<file path="src/fnrb_pkg.sv">
// register map, field positions and reset values of the synthesizer register bank
package fnrb_pkg;
  localparam int ADDR_W = 6;
  localparam int DATA_W = 24;
  localparam logic [5:0] ADDR_AUX_DLY_CFG2 = 6'h19;
  localparam logic [5:0] ADDR_LOCK_CFG = 6'h1A;
  localparam logic [5:0] ADDR_OUT_PIN_CTRL = 6'h1B;
  localparam logic [5:0] ADDR_SLIP_CTRL = 6'h1C;
  localparam logic [5:0] ADDR_RSVD_A = 6'h1D;
  localparam logic [5:0] ADDR_TEMP_CTRL = 6'h1E;
  localparam logic [5:0] ADDR_STATUS = 6'h1F;
  localparam logic [5:0] ADDR_RSVD_B = 6'h20;
  localparam logic [5:0] ADDR_TEMP_READ = 6'h21;
  localparam logic [5:0] ADDR_RSVD_C = 6'h22;
  localparam logic [23:0] RST_AUX_DLY_CFG2 = 24'h00000F;
  localparam logic [23:0] RST_LOCK_CFG = 24'h001040;
  localparam logic [23:0] RST_OUT_PIN_CTRL = 24'h000000;
  localparam logic [23:0] RST_SLIP_CTRL = 24'h000020;
  localparam logic [23:0] RST_TEMP_CTRL = 24'h000000;
  localparam logic [23:0] RST_RSVD_A = 24'h000000;
  localparam logic [23:0] RST_RSVD_B = 24'h000020;
  localparam logic [23:0] RST_RSVD_C = 24'h000000;
  localparam logic [6:0] RST_TEMP_CODE = 7'h1F;
  localparam int POS_HIDLY = 0;
  localparam int POS_CLKINV = 3;
  localparam int POS_CLKWRING = 4;
  localparam int POS_LOCK_THR = 0;
  localparam int POS_AUTO_ROUTE = 12;
  localparam int POS_FORCE_ROUTE = 13;
  localparam int POS_OUT_SEL = 0;
  localparam int POS_STATIC_PAT = 4;
  localparam int POS_DRIVE_EN = 7;
  localparam int POS_PIN_DIS = 8;
  localparam int POS_SLIP_STEP = 0;
  localparam int POS_RST_OVERRIDE = 4;
  localparam int POS_RST_RELEASE = 5;
  localparam int POS_ST_LOCK = 0;
  localparam int POS_ST_OVF = 1;
  localparam int POS_ST_SWEEP = 5;
  localparam logic [6:0] TEMP_CODE_MAX = 7'h07;
  localparam int TEMP_OFFSET_C = 40;
  localparam int TEMP_STEP_TENTHS = 175;
  typedef enum logic [3:0] {
    SEL_STATIC = 4'h0, SEL_CLOCKS = 4'h1, SEL_DETECTOR = 4'h2, SEL_SATURATE = 4'h3,
    SEL_REFS = 4'h4, SEL_PHASE = 4'h6, SEL_AUXCLK = 4'h7, SEL_SWEEP = 4'h8,
    SEL_QUANT = 4'hA
  } fnrb_sel_type;
endpackage

</file>
<file path="src/fnrb_src_if.sv">
// internal digital sources offered to the output pin selector
`timescale 1ns/1ps
interface fnrb_src_if;
  logic ext_ref_clk;
  logic div_ref_clk;
  logic div_osc_clk;
  logic det_up;
  logic detector_down_pulse;
  logic lock_window;
  logic sat_ref;
  logic sat_osc;
  logic gain_hold;
  logic ext_sine_ref;
  logic synced_fraction_strobe;
  logic [2:0] quantized_phase_bits;
  logic aux_clk;
  logic ring_test_clk;
  logic modulator_clock;
  logic sweep_active;
  logic [2:0] quant_lsbs;
  modport src (output ext_ref_clk, div_ref_clk, div_osc_clk, det_up, detector_down_pulse,
    lock_window, sat_ref, sat_osc, gain_hold, ext_sine_ref, synced_fraction_strobe,
    quantized_phase_bits, aux_clk, ring_test_clk, modulator_clock, sweep_active, quant_lsbs);
  modport sel (input ext_ref_clk, div_ref_clk, div_osc_clk, det_up, detector_down_pulse,
    lock_window, sat_ref, sat_osc, gain_hold, ext_sine_ref, synced_fraction_strobe,
    quantized_phase_bits, aux_clk, ring_test_clk, modulator_clock, sweep_active, quant_lsbs);
endinterface

</file>
<file path="src/fnrb_pin_mux.sv">
// selector that routes internal sources onto the three output pins
`timescale 1ns/1ps
module fnrb_pin_mux
  import fnrb_pkg::*;
(
  // control
  input wire logic [3:0] sel_i,
  input wire logic [2:0] static_pat_i,
  // sources
  fnrb_src_if.sel src,
  // pin levels, pin three in bit 2
  output logic [2:0] pins_o
);
  always_comb begin
    case (sel_i)
      SEL_STATIC: pins_o = static_pat_i;
      SEL_CLOCKS: pins_o = {src.ext_ref_clk, src.div_ref_clk, src.div_osc_clk};
      SEL_DETECTOR: pins_o = {src.det_up, src.detector_down_pulse, src.lock_window};
      SEL_SATURATE: pins_o = {src.sat_ref, src.sat_osc, src.gain_hold};
      SEL_REFS: pins_o = {src.ext_ref_clk, src.ext_sine_ref, src.synced_fraction_strobe};
      // bit 0 of the phase word goes to pin three, bit 2 to pin one
      SEL_PHASE: pins_o = {src.quantized_phase_bits[0], src.quantized_phase_bits[1],
        src.quantized_phase_bits[2]};
      SEL_AUXCLK: pins_o = {src.aux_clk, src.ring_test_clk, src.modulator_clock};
      // pin one has no function here; held low
      SEL_SWEEP: pins_o = {1'b0, src.sweep_active, 1'b0};
      SEL_QUANT: pins_o = src.quant_lsbs;
      default: pins_o = 3'h0;
    endcase
  end
endmodule

</file>
<file path="src/fnrb_top.sv">
// register bank: output pin routing, lock detect, slip prevention and status
//
// Behaviour
// - select 0000 drives static pattern onto pins
// - select 0001 routes three reference/oscillator clocks
// - select 0010 routes detector pulses and window
// - select 0011 routes saturation signals and gain strobe
// - select 0100 routes references and fraction strobe
// - select 0110 shows quantized oscillator phase bits
// - select 0111 routes auxiliary, ring, modulator clocks
// - select 1000 pin three low, pin two sweep
// - select 1010 shows quantizer three low bits
// - pads driven only with drive-enable bit set
// - per-pin disable bits turn off single drivers
// - lock when window count reaches threshold
// - auto-route puts lock on idle serial output
// - forced-route keeps lock on serial output always
// - status bit 0 reports locked state
// - status bits three..one report modulator overflow
// - status bit 5 reports sweep in progress
// - temperature code floor((t+40)/17.5), saturated 0..7
// - zero slip step disables slip prevention
// - override bit lets release bit drive detector reset
// - release bit plus config enable enables prevention
// - high delay field feeds square-wave modulation
// - clock-invert bit inverts auxiliary clock for modulator
`timescale 1ns/1ps
module fnrb_top
  import fnrb_pkg::*;
#(
  parameter int THR_W = 10,
  parameter int OVF_W = 3
)(
  // clock and reset
  input wire logic mclk_i,
  input wire logic rst_i,
  // register port from the main serial interface
  input wire logic wr_i,
  input wire logic rd_i,
  input wire logic [ADDR_W-1:0] addr_i,
  input wire logic [DATA_W-1:0] wdata_i,
  output logic [DATA_W-1:0] rdata_o,
  output logic rvalid_o,
  // serial data output path
  input wire logic serial_read_busy_i,
  input wire logic serial_read_bit_i,
  output logic serial_data_o,
  // lock detect window events
  input wire logic ref_cycle_in_window_i,
  input wire logic window_restart_i,
  // status sources
  input wire logic [OVF_W-1:0] overflow_i,
  input wire logic sweep_active_i,
  input wire logic signed [9:0] temp_c_i,
  // slip prevention hooks
  input wire logic slip_cfg_enable_i,
  input wire logic slip_auto_rstb_i,
  output logic det_rst_n_o,
  output logic slip_enable_o,
  output logic slip_advance_o,
  output logic [2:0] slip_cycles_o,
  // delay modulator
  input wire logic aux_clk_i,
  output logic [2:0] mod_high_delay_o,
  output logic mod_aux_clk_o,
  // raw sources for the output pins
  input wire logic [2:0] clk_src_i,
  input wire logic [2:0] det_src_i,
  input wire logic [2:0] sat_src_i,
  input wire logic [1:0] ref_src_i,
  input wire logic [2:0] phase_bits_i,
  input wire logic [1:0] aux_src_i,
  input wire logic modulator_clock_i,
  input wire logic [2:0] quant_lsbs_i,
  // output pins, bit 0 is general_output_pin_one
  output logic [2:0] gpo_o,
  output logic [2:0] gpo_oe_o
);
  logic [23:0] aux_cfg;
  logic [23:0] lock_cfg;
  logic [23:0] pin_ctrl;
  logic [23:0] slip_ctrl;
  logic [23:0] temp_ctrl;
  logic [THR_W-1:0] win_count;
  logic locked;
  logic [6:0] temp_code;
  logic [2:0] sweep_sync;
  logic sweep_flag;
  logic [2:0] pin_level;
  logic [2:0] ovf_flags;

  // decode
  wire wr_aux = wr_i && (addr_i == ADDR_AUX_DLY_CFG2);
  wire wr_lock = wr_i && (addr_i == ADDR_LOCK_CFG);
  wire wr_pin = wr_i && (addr_i == ADDR_OUT_PIN_CTRL);
  wire wr_slip = wr_i && (addr_i == ADDR_SLIP_CTRL);
  wire wr_temp = wr_i && (addr_i == ADDR_TEMP_CTRL);
  wire [THR_W-1:0] lock_thr = lock_cfg[POS_LOCK_THR +: THR_W];
  wire lock_to_serial_out_auto = lock_cfg[POS_AUTO_ROUTE];
  wire lock_to_serial_out_forced = lock_cfg[POS_FORCE_ROUTE];
  wire [3:0] out_sel = pin_ctrl[POS_OUT_SEL +: 4];
  wire [2:0] static_pat = pin_ctrl[POS_STATIC_PAT +: 3];
  wire drive_en = pin_ctrl[POS_DRIVE_EN];
  wire [2:0] pin_dis = pin_ctrl[POS_PIN_DIS +: 3];
  wire [3:0] slip_prevention_phase_step = slip_ctrl[POS_SLIP_STEP +: 4];
  wire rst_override = slip_ctrl[POS_RST_OVERRIDE];
  wire rst_release = slip_ctrl[POS_RST_RELEASE];
  wire [23:0] status_word = {18'h0, sweep_flag, 1'b0, ovf_flags, locked};
  wire [6:0] next_temp_code;
  wire [23:0] read_mux;

  // registers
  always_ff @(posedge mclk_i or posedge rst_i) begin
    if (rst_i) begin
      aux_cfg <= RST_AUX_DLY_CFG2;
      lock_cfg <= RST_LOCK_CFG;
      pin_ctrl <= RST_OUT_PIN_CTRL;
      slip_ctrl <= RST_SLIP_CTRL;
      temp_ctrl <= RST_TEMP_CTRL;
    end else begin
      if (wr_aux) begin
        aux_cfg <= {19'h0, wdata_i[4:0]};
      end
      if (wr_lock) begin
        lock_cfg <= {4'h0, wdata_i[19:0]};
      end
      if (wr_pin) begin
        pin_ctrl <= {13'h0, wdata_i[10:0]};
      end
      if (wr_slip) begin
        slip_ctrl <= {18'h0, wdata_i[5:0]};
      end
      if (wr_temp) begin
        temp_ctrl <= {23'h0, wdata_i[0]};
      end
    end
  end

  // lock detect: count reference cycles inside the window; restart clears
  always_ff @(posedge mclk_i or posedge rst_i) begin
    if (rst_i) begin
      win_count <= '0;
      locked <= 1'b0;
    end else if (window_restart_i) begin
      win_count <= '0;
      locked <= 1'b0;
    end else if (ref_cycle_in_window_i) begin
      if (win_count != {THR_W{1'b1}}) begin
        win_count <= win_count + 1'b1;
      end
      if ((win_count + 1'b1) >= lock_thr) begin
        locked <= 1'b1;
      end
    end
  end

  // sweep flag comes from another block's clock region; three-stage filter
  always_ff @(posedge mclk_i or posedge rst_i) begin
    if (rst_i) begin
      sweep_sync <= 3'h0;
      sweep_flag <= 1'b0;
    end else begin
      sweep_sync <= {sweep_sync[1:0], sweep_active_i};
      if (sweep_sync[2] == sweep_sync[1]) begin
        sweep_flag <= sweep_sync[2];
      end
    end
  end

  // temperature: code = floor((t+40)*10/175), saturated
  wire signed [15:0] temp_scaled = (16'(signed'(temp_c_i)) + 16'(TEMP_OFFSET_C)) * 16'sd10;
  wire signed [15:0] temp_quot = temp_scaled / 16'(TEMP_STEP_TENTHS);
  assign next_temp_code = (temp_scaled <= 16'sd0) ? 7'h00 :
    (temp_quot >= 16'(TEMP_CODE_MAX)) ? TEMP_CODE_MAX : 7'(temp_quot);

  always_ff @(posedge mclk_i or posedge rst_i) begin
    if (rst_i) begin
      temp_code <= RST_TEMP_CODE;
      ovf_flags <= 3'h0;
    end else begin
      temp_code <= next_temp_code;
      ovf_flags <= overflow_i;
    end
  end

  // read path
  assign read_mux =
    (addr_i == ADDR_AUX_DLY_CFG2) ? aux_cfg :
    (addr_i == ADDR_LOCK_CFG) ? lock_cfg :
    (addr_i == ADDR_OUT_PIN_CTRL) ? pin_ctrl :
    (addr_i == ADDR_SLIP_CTRL) ? slip_ctrl :
    (addr_i == ADDR_RSVD_A) ? RST_RSVD_A :
    (addr_i == ADDR_TEMP_CTRL) ? temp_ctrl :
    (addr_i == ADDR_STATUS) ? status_word :
    (addr_i == ADDR_RSVD_B) ? RST_RSVD_B :
    (addr_i == ADDR_TEMP_READ) ? {17'h0, temp_code} :
    (addr_i == ADDR_RSVD_C) ? RST_RSVD_C : 24'h000000;

  always_ff @(posedge mclk_i or posedge rst_i) begin
    if (rst_i) begin
      rdata_o <= 24'h000000;
      rvalid_o <= 1'b0;
    end else begin
      rvalid_o <= rd_i;
      if (rd_i) begin
        rdata_o <= read_mux;
      end
    end
  end

  // serial data out: forced route wins; reads would be lost, host must not read then
  wire next_serial = lock_to_serial_out_forced ? locked :
    serial_read_busy_i ? serial_read_bit_i :
    lock_to_serial_out_auto ? locked : 1'b0;

  // slip prevention and detector reset
  wire next_slip_en = (slip_prevention_phase_step != 4'h0) && rst_release
    && slip_cfg_enable_i;
  wire next_det_rst_n = rst_override ? rst_release : slip_auto_rstb_i;

  // output pin selection
  fnrb_src_if srcs ();
  assign srcs.ext_ref_clk = clk_src_i[2];
  assign srcs.div_ref_clk = clk_src_i[1];
  assign srcs.div_osc_clk = clk_src_i[0];
  assign srcs.det_up = det_src_i[2];
  assign srcs.detector_down_pulse = det_src_i[1];
  assign srcs.lock_window = det_src_i[0];
  assign srcs.sat_ref = sat_src_i[2];
  assign srcs.sat_osc = sat_src_i[1];
  assign srcs.gain_hold = sat_src_i[0];
  assign srcs.ext_sine_ref = ref_src_i[1];
  assign srcs.synced_fraction_strobe = ref_src_i[0];
  assign srcs.quantized_phase_bits = phase_bits_i;
  assign srcs.aux_clk = aux_src_i[1];
  assign srcs.ring_test_clk = aux_src_i[0];
  assign srcs.modulator_clock = modulator_clock_i;
  assign srcs.sweep_active = sweep_flag;
  assign srcs.quant_lsbs = quant_lsbs_i;

  fnrb_pin_mux u_mux (
    .sel_i(out_sel),
    .static_pat_i(static_pat),
    .src(srcs),
    .pins_o(pin_level)
  );

  // outputs registered; routed clocks are therefore sampled at mclk rate
  always_ff @(posedge mclk_i or posedge rst_i) begin
    if (rst_i) begin
      gpo_o <= 3'h0;
      gpo_oe_o <= 3'h0;
      serial_data_o <= 1'b0;
      det_rst_n_o <= 1'b1;
      slip_enable_o <= 1'b0;
      slip_advance_o <= 1'b0;
      slip_cycles_o <= 3'h0;
      mod_high_delay_o <= 3'h7;
      mod_aux_clk_o <= 1'b0;
    end else begin
      gpo_o <= pin_level;
      gpo_oe_o <= {3{drive_en}} & ~pin_dis;
      serial_data_o <= next_serial;
      det_rst_n_o <= next_det_rst_n;
      slip_enable_o <= next_slip_en;
      slip_advance_o <= slip_prevention_phase_step[3];
      slip_cycles_o <= slip_prevention_phase_step[2:0];
      mod_high_delay_o <= aux_cfg[POS_HIDLY +: 3];
      mod_aux_clk_o <= aux_clk_i ^ aux_cfg[POS_CLKINV];
    end
  end

  // assertions
  property p_pad_enable;
    @(posedge mclk_i) disable iff (rst_i)
      !$past(drive_en) |-> gpo_oe_o == 3'h0;
  endproperty
  a_pad_enable: assert property (p_pad_enable) else $error("pad driven while disabled");

  property p_pin_disable;
    @(posedge mclk_i) disable iff (rst_i)
      $past(drive_en) |-> gpo_oe_o == ~$past(pin_dis);
  endproperty
  a_pin_disable: assert property (p_pin_disable) else $error("pin disable mismatch");

  property p_static;
    @(posedge mclk_i) disable iff (rst_i)
      $past(out_sel) == 4'h0 |-> gpo_o == $past(static_pat);
  endproperty
  a_static: assert property (p_static) else $error("static pattern not on pins");

  property p_reserved_low;
    @(posedge mclk_i) disable iff (rst_i)
      ($past(out_sel) == 4'h5 || $past(out_sel) > 4'hA || $past(out_sel) == 4'h9)
      |-> gpo_o == 3'h0;
  endproperty
  a_reserved_low: assert property (p_reserved_low) else $error("reserved select not low");

  property p_forced;
    @(posedge mclk_i) disable iff (rst_i)
      $past(lock_to_serial_out_forced) |-> serial_data_o == $past(locked);
  endproperty
  a_forced: assert property (p_forced) else $error("forced lock route broken");

  property p_auto;
    @(posedge mclk_i) disable iff (rst_i)
      ($past(lock_to_serial_out_auto) && !$past(serial_read_busy_i)) |-> serial_data_o == $past(locked);
  endproperty
  a_auto: assert property (p_auto) else $error("auto lock route broken");

  property p_lock;
    @(posedge mclk_i) disable iff (rst_i)
      (win_count >= lock_thr && lock_thr != '0 && !window_restart_i) |=> locked;
  endproperty
  a_lock: assert property (p_lock) else $error("lock not declared at threshold");

  property p_status;
    @(posedge mclk_i) disable iff (rst_i)
      rd_i && addr_i == ADDR_STATUS |=> rdata_o[0] == $past(locked)
        && rdata_o[3:1] == $past(ovf_flags) && rdata_o[5] == $past(sweep_flag);
  endproperty
  a_status: assert property (p_status) else $error("status word wrong");

  property p_slip_zero;
    @(posedge mclk_i) disable iff (rst_i)
      $past(slip_prevention_phase_step) == 4'h0 |-> !slip_enable_o;
  endproperty
  a_slip_zero: assert property (p_slip_zero) else $error("slip enabled at zero");

  property p_override;
    @(posedge mclk_i) disable iff (rst_i)
      $past(rst_override) |-> det_rst_n_o == $past(rst_release);
  endproperty
  a_override: assert property (p_override) else $error("reset override ignored");

  property p_temp_sat;
    @(posedge mclk_i) disable iff (rst_i)
      temp_c_i >= 10'sd83 |=> temp_code == TEMP_CODE_MAX;
  endproperty
  a_temp_sat: assert property (p_temp_sat) else $error("temperature not saturated");

  c_lock: cover property (@(posedge mclk_i) disable iff (rst_i) $rose(locked));
  c_gpo_on: cover property (@(posedge mclk_i) disable iff (rst_i) gpo_oe_o == 3'h7);
  c_sweep: cover property (@(posedge mclk_i) disable iff (rst_i) $rose(sweep_flag));
  c_forced: cover property (@(posedge mclk_i) disable iff (rst_i) lock_to_serial_out_forced);
endmodule

</file>
<file path="config.mk">
export PLATFORM = sky130hd
export DESIGN_NAME = fnrb_top
export DESIGN_NICKNAME = d
export VERILOG_FILES = /design/src/fnrb_pkg.sv /design/src/fnrb_src_if.sv /design/src/fnrb_pin_mux.sv /design/src/fnrb_top.sv
export SDC_FILE = /design/constraint.sdc
export NUM_CORES = 1
export LEC_CHECK = 0
export BUFFER_PORTS_ARGS = -buffer_cell sky130_fd_sc_hd__buf_4
export CORE_MARGIN = 2
export CORE_UTILIZATION = 40
export CTS_CLUSTER_DIAMETER = 80
export DETAILED_ROUTE_END_ITERATION = 8
export SLEW_MARGIN = 10
export SYNTH_ARGS = -nofsm -noshare
export SYNTH_HDL_FRONTEND = slang
export SYNTH_SLANG_ARGS = --single-unit
</file>
<file path="constraint.sdc">
create_clock -name mclk_i -period 8.8 [get_ports mclk_i]
set_input_delay 0.44 -clock mclk_i [delete_from_list [all_inputs] [get_ports mclk_i]]
set_output_delay 0.44 -clock mclk_i [all_outputs]
set_load 0.005 [all_outputs]
</file>
### Yosys cells after proc, flatten, opt, wreduce, memory -nomap -nowiden

Index checks and enable logic that the tools add are counted.

* register bits after elaboration: 110
* output and inout bits: 42
* logic and storage cells: 87

* add/subtract/negate cells: 2
* multiply operators: 1
* divide/modulo/power cells: 1
* order comparisons: 3
* equality and inequality tests: 19
* muxes and demuxes: 22
* bitwise operators: 3
* reduce and logical (&&, ||, !) cells: 14

Operators by type and width (count)
* 2-to-1 mux 7 bit: 8
* == test 6 x 5 -> 1 bit, second input constant: 7
* 2-to-1 mux 20 bit: 2
* 2-to-1 mux 10 bit: 3
* case mux 3 bit (9 select lines): 1
* divider 16 x 9 -> 16 bit, second input constant: 1
* >= comparator 16 x 3 -> 1 bit, second input constant: 1
* less-or-equal comparator 16 x 1 -> 1 bit, second input constant: 1
* multiplier 11 x 4 -> 15 bit, second input constant: 1
* == test 4 x 3 -> 1 bit, second input constant: 3
* == test 6 bit, second input constant: 2
* adder 10 x 7 -> 11 bit, second input constant: 1
* 2-to-1 mux 11 bit: 1
* adder 10 x 1 -> 10 bit, second input constant: 1
* >= comparator 10 bit: 1
* != test 10 bit, second input constant: 1
* == test 4 x 2 -> 1 bit, second input constant: 2
* == test 4 bit, second input constant: 2
* logical AND 1 bit: 7
* 2-to-1 mux 1 bit: 7
* nonzero test 2 bit: 3
* == test 4 x 1 -> 1 bit, second input constant: 1
* logical NOT 4 bit: 1
* AND reduction 2 bit: 2
* other kinds (5): 5

### Logic depth before layout (Yosys ltp)

* word-level depth: 10
* depth in mapped cells: 51
* mapped depth without buffers: 43

### Modules after synthesis

Synthesis repeated with hierarchy kept, for this count alone.

* cell total of the unflattened synthesis: 1101
* area, all modules: 9452.8 µm²

By module, submodules not included
* fnrb_top: times used 1, cells an instance 1064, area an instance 9182.6 µm², sequential area each 2672.6 µm²
* fnrb_pin_mux: times used 1, cells an instance 37, area an instance 270.3 µm², sequential area each 0.0 µm²

### Worst setup path before layout

No wires, ideal clock.

* kind: input -> register
* start: in temp_c_i[3]
* end: reg temp_code[1]
* setup time: 0.090 ns
* arrival time: 10.290 ns
* data required time: 8.710 ns
* path slack: -1.581 ns
* stages: 46
* buffers on the path: 5
* path through: ha_1 o2111ai_2 xnor2_1 ha_1 ha_1 and4_1 and2_1 and2_1 buf_6 or4_4 and3_4 nor3_4 nand4_2 and3_1 buf_2 a211oi_2 nor2_2 and2_4 [... 10 more ...] o221a_2 o31a_2 nor2_2 mux2i_1 o211ai_4 a2111oi_4 xnor2_1 or3_1 nand2_1 a22o_1 and2_1 ha_1 nand3_1 or4_1 or3_1 and3_1 a31oi_1 a31oi_1

* cells in the longest elaborated chain, start to end: 6
* elaborated cells between the ends (all ways): 7
* those cells by class: 1 x add/sub; 1 x mul; 1 x div; 2 x order compare; 2 x mux

RTL lines
* start: declaration: RTL line fnrb_top.sv:54 `input wire logic signed [9:0] temp_c_i,`
* adder 10 x 7 -> 11 bit (*): RTL line fnrb_top.sv:171 `wire signed [15:0] temp_scaled = (16'(signed'(temp_c_i)) + 16'(TEMP_OFFSET_C)) * 16'sd10;`
* multiplier 11 x 4 -> 15 bit (*): RTL line fnrb_top.sv:171
* divider 16 x 9 -> 16 bit: RTL line fnrb_top.sv:172 `wire signed [15:0] temp_quot = temp_scaled / 16'(TEMP_STEP_TENTHS);`
* >= comparator 16 x 3 -> 1 bit: RTL line fnrb_top.sv:174 `(temp_quot >= 16'(TEMP_CODE_MAX)) ? TEMP_CODE_MAX : 7'(temp_quot);`
* 2-to-1 mux 7 bit: RTL line fnrb_top.sv:174
* 2-to-1 mux 7 bit (*): RTL line fnrb_top.sv:173 `assign next_temp_code = (temp_scaled <= 16'sd0) ? 7'h00 :`
* via next_temp_code[1]: RTL line fnrb_top.sv:109 `wire [6:0] next_temp_code;`
* end signal: assignment: RTL line fnrb_top.sv:181 `temp_code <= next_temp_code;`
* end: declaration: RTL line fnrb_top.sv:86 `logic [6:0] temp_code;`

Mark *: on every way through the listed nets, which the timed path passes. The rest lies on a longest branch.
A chain may end at the register's enable or synchronous reset.

### Worst setup path after layout

* start: in temp_c_i[3]
* end: reg temp_code[2]

Same word-level chain as after synthesis.

==> impl_summary.log <==
INFO  metric run_status = finished with violations
INFO  metric failed_checks = negative setup slack
INFO  metric areaGrowthSynthToFinish = 54.2%
INFO  metric synth-edff-count = 0
INFO  metric nFillCells = 2083
INFO  metric ys_dominant_reg_cell = dfrtp_1
INFO  metric finalSetupViolCount = 3
INFO  metric synthDominantCellAreaShare = 0.226
INFO  metric synthXorXnorAreaFrac = 0.0716
INFO  metric combinational_family_with_the_most_area_after_synthesis = compound AO/OA/AOI/OAI gates
INFO  metric numCtsBuffers = 9
INFO  metric global_route.usage.total = 0.239
INFO  metric tritoncts = built
INFO  metric crit_path_start = temp_c_i[3]
INFO  metric post_synth_fa_ha_maj_area_fraction = 0.0444
INFO  metric layout_min_cycle_time = 9.92 ns
INFO  metric finalMaxSlewViolations = 0
INFO  metric initial_utilization = 0.409
INFO  metric clk_transition_reported_paths = 0.08 ns
INFO  metric post-route-drc-count = 0
INFO  metric max_slew.worst_pin.slew = 1.11 ns
INFO  metric postSynthRegisterBits = 106
INFO  metric placeableCoreArea = 24400 um2
INFO  metric synth_mux_area_frac = 0.0713
INFO  metric holdCritPathClass = in2async
INFO  metric buffer_ports.inserted = 108
INFO  metric drt-initial-drc-count = 705
INFO  metric critical_path.max_fanout = 7
INFO  metric synthesized_area_per_cell = 8.51 um2
INFO  metric synthesis.yosys.warnings = 0
INFO  metric async_flop_share = 1.00
INFO  metric post-place-ws = -1.74 ns
INFO  metric timing.final.hold_violations = 0
INFO  metric grt.overflow.total = 0
INFO  metric grt_first_pass_wirelength = 52300 um
INFO  metric slowest_stage = or3_4
INFO  metric clockRootBuffer = clkbuf_16
INFO  metric layout.nets = 1731
INFO  metric antenna_found_initial = 0
INFO  metric worst_setup_path_start_kind = input port
INFO  metric layout-drive-gt1-share = 0.470
INFO  metric drtPass1Iterations = 5
INFO  metric gp_congestion = 0.891
INFO  metric r2r_cells = 15
INFO  metric endpoint_kind = register
INFO  metric timing.slew.headroom = 0.261
INFO  metric startpoint_of_the_worst_slack_reg_to_reg_timing_path = win_count[0]
INFO  metric multi_input_area = 8030 um2
INFO  metric maxClockFrequency = 0.101 GHz
INFO  metric timing.final.ws_setup = -1.12 ns
INFO  metric arrival = 10.16 ns
INFO  metric clock-sinks = 106
INFO  metric critPathRequiredTime = 9.04 ns
INFO  metric clock_latency = 0.35 ns
INFO  metric max_stage_delay = 0.41 ns
INFO  metric finalClockSkew = 0.0118 ns
INFO  metric post_synth_instance_area = 9970 um2
INFO  metric antenna_left = 0
INFO  metric viasPerCell = 5.53
INFO  metric die_width = 162 um
INFO  metric drv_cap = 0
INFO  metric final_period_util = 1.13
INFO  metric fin_tns_setup = -2.25 ns
INFO  metric io-pin-count = 117
INFO  metric detailed_place_hpwl = 24800 um
INFO  metric seqCellArea = 2670 um2
INFO  metric synth_top_area_cell = dfrtp_1
INFO  metric synthSimpleGateAreaFrac = 0.221
INFO  metric h-tree-depth = 3
INFO  metric fp-row-count = 57
INFO  metric routed_wire_length_per_instance = 16.6 um
INFO  metric floorplan.die_area = 26200 um2
INFO  metric grt_setup_unrepaired = true
INFO  metric ys_seq_area_frac = 0.268
INFO  metric worstSetupPathType = in2reg
INFO  metric r2r_slack = 6.06 ns
INFO  metric max-clock-path-buffers = 2
INFO  metric synthTopCellsByArea = dfrtp_1 23%, xnor2_1 5.0%, mux2_2 4.7%
INFO  metric detailroute.via_count = 10800
INFO  metric postRouteWirelength = 32300 um
INFO  metric antenna_diode_instance_count = 0
INFO  metric instance_count_of_the_mapped_netlist = 1171
INFO  metric ys_types = 126
INFO  metric maximum_number_of_pins_on_one_net_before_global_route_repair = 77
INFO  metric vias_in_the_first_global_route = 10700
INFO  metric worst_r2r_endpoint = locked
INFO  metric synth_compound_area_frac = 0.279
INFO  metric fp.dieH = 162 um
==> synthesized netlist by cell type (all sizes together) (7+ instances only) <==
cell type  count
dfrtp         90
nand2b        13
or2            7
nor2          88
or3           17
a21oi         63
o221ai         7
a21o           8
o2111ai        7
and2          22
nand4         10
xnor2         58
nor3          34
nor2b         12
o211ai        24
inv           44
a211oi        17
a221oi        11
a22oi         10
mux2          43
nand2        119
clkbuf        31
o22ai         16
nor4          12
dfstp         16
a31oi         20
ha            33
xor2          20
buf           24
o21a          13
nand3         34
and3          15
o21ai         89
o31ai          7
mux2i         20
==> worst max-delay path by stage <==
stage                    to  slack, ns  depth (start not counted)
6_report       temp_code[2]      -1.12                         49
5_1_grt        temp_code[2]      -1.53                         49
4_1_cts        temp_code[2]      -1.03                         46
3_5_place_dp   temp_code[2]      -1.74                         42
3_3_place_gp   temp_code[2]      -1.57                         41
2_1_floorplan  temp_code[2]      -0.95                         42
==> repair_timing <==
| action | in CTS | in global routing |
|---|---|---|
| setup buffers | 37 | 24 |
| hold buffers | 0 | 0 |
| setup endpoints to repair | 3 | 3 |
| endpoints found under the hold margin | 0 | 0 |
| resized for setup | 76 | 77 |
| pin swaps | 69 | 51 |
==> worst max-delay path, delay by kind of cell <==
kind / cells / cell delay [ns]
AO/OA/AOI/OAI: 20 / 3.96
AND/OR/NAND/NOR: 11 / 2.66
buffers and inverters: 9 / 1.29
adder cells (fa/ha/maj): 4 / 0.82
XOR/XNOR: 4 / 0.59
multiplexers: 1 / 0.37
==> through the flow <==
stage / cell area, um2 / hold WS [ns] / util / std cells
3_3_place_gp: 13700 / 0.335 / 0.562 / 1874
3_5_place_dp: 13700 / 0.344 / 0.562 / 1874
5_1_grt: 15400 / 0.107 / 0.630 / 1951
4_1_cts: 14700 / 0.0924 / 0.604 / 1927
2_1_floorplan: 10400 / 0.331 / - / 1178
6_report: 15400 / 0.0769 / 0.630 / 1951
==> kinds of logic (layout without fill, tap and decap cells) <==
| logic type | after synthesis | after routing |
|---|---|---|
| compound gates | 369 | 369 |
| xor+xnor | 78 | 78 |
| fa+ha+maj | 35 | 35 |
| buf+inv | 99 | 548 |
| flops | 106 | 106 |
| mux | 64 | 64 |
| other cells | 1 | 8 |
| simple gates | 419 | 419 |
==> layer usage <==
| metal | routed length [um] | track usage | up-vias |
|---|---|---|---|
| met1 | 14200 | 0.305 | 5204 |
| met3 | 1080 | 0.0209 | 59 |
| met5 | 0 | 0 | - |
| li1 | - | - | 5288 |
| met4 | 755 | 0.0648 | 0 |
| met2 | 16300 | 0.432 | 232 |
==> area by class of cell <==
| cell class | count | area share |
|---|---|---|
| Multi-Input combinational cell | 973 | 0.522 |
| Timing Repair Buffer | 488 | 0.247 |
| Sequential cell | 106 | 0.174 |
| Tap cell | 324 | 0.0264 |
| Clock buffer | 11 | 0.0158 |
| Inverter | 44 | 0.0109 |
| Clock inverter | 5 | 0.00407 |
==> state kept, by name, indices dropped and copies added (netlist names), 3 cells and up <==
signal,count
lock_cfg,20
rdata_o,20
pin_ctrl,11
win_count,10
temp_code,7
slip_ctrl,6
aux_cfg,5
gpo_o,3
gpo_oe_o,3
mod_high_delay_o,3
ovf_flags,3
slip_cycles_o,3
sweep_sync,3
==> layout by cell type, fill, tap and decap left out, types with 16 or more instances in the layout <==
master	n
inv_1	43
xor2_1	16
ha_1	20
mux2_2	41
and2_1	16
nand2_1	113
dfstp_2	16
buf_4	466
nor3_1	24
nand3_1	32
dfrtp_1	90
nor2_1	81
buf_6	16
o211ai_1	21
o21ai_0	66
a21oi_1	48
xnor2_1	44
Power is left out: the tool's default activity adds up to more than one toggle a clock period on the data nets, which glitch-free logic cannot reach.
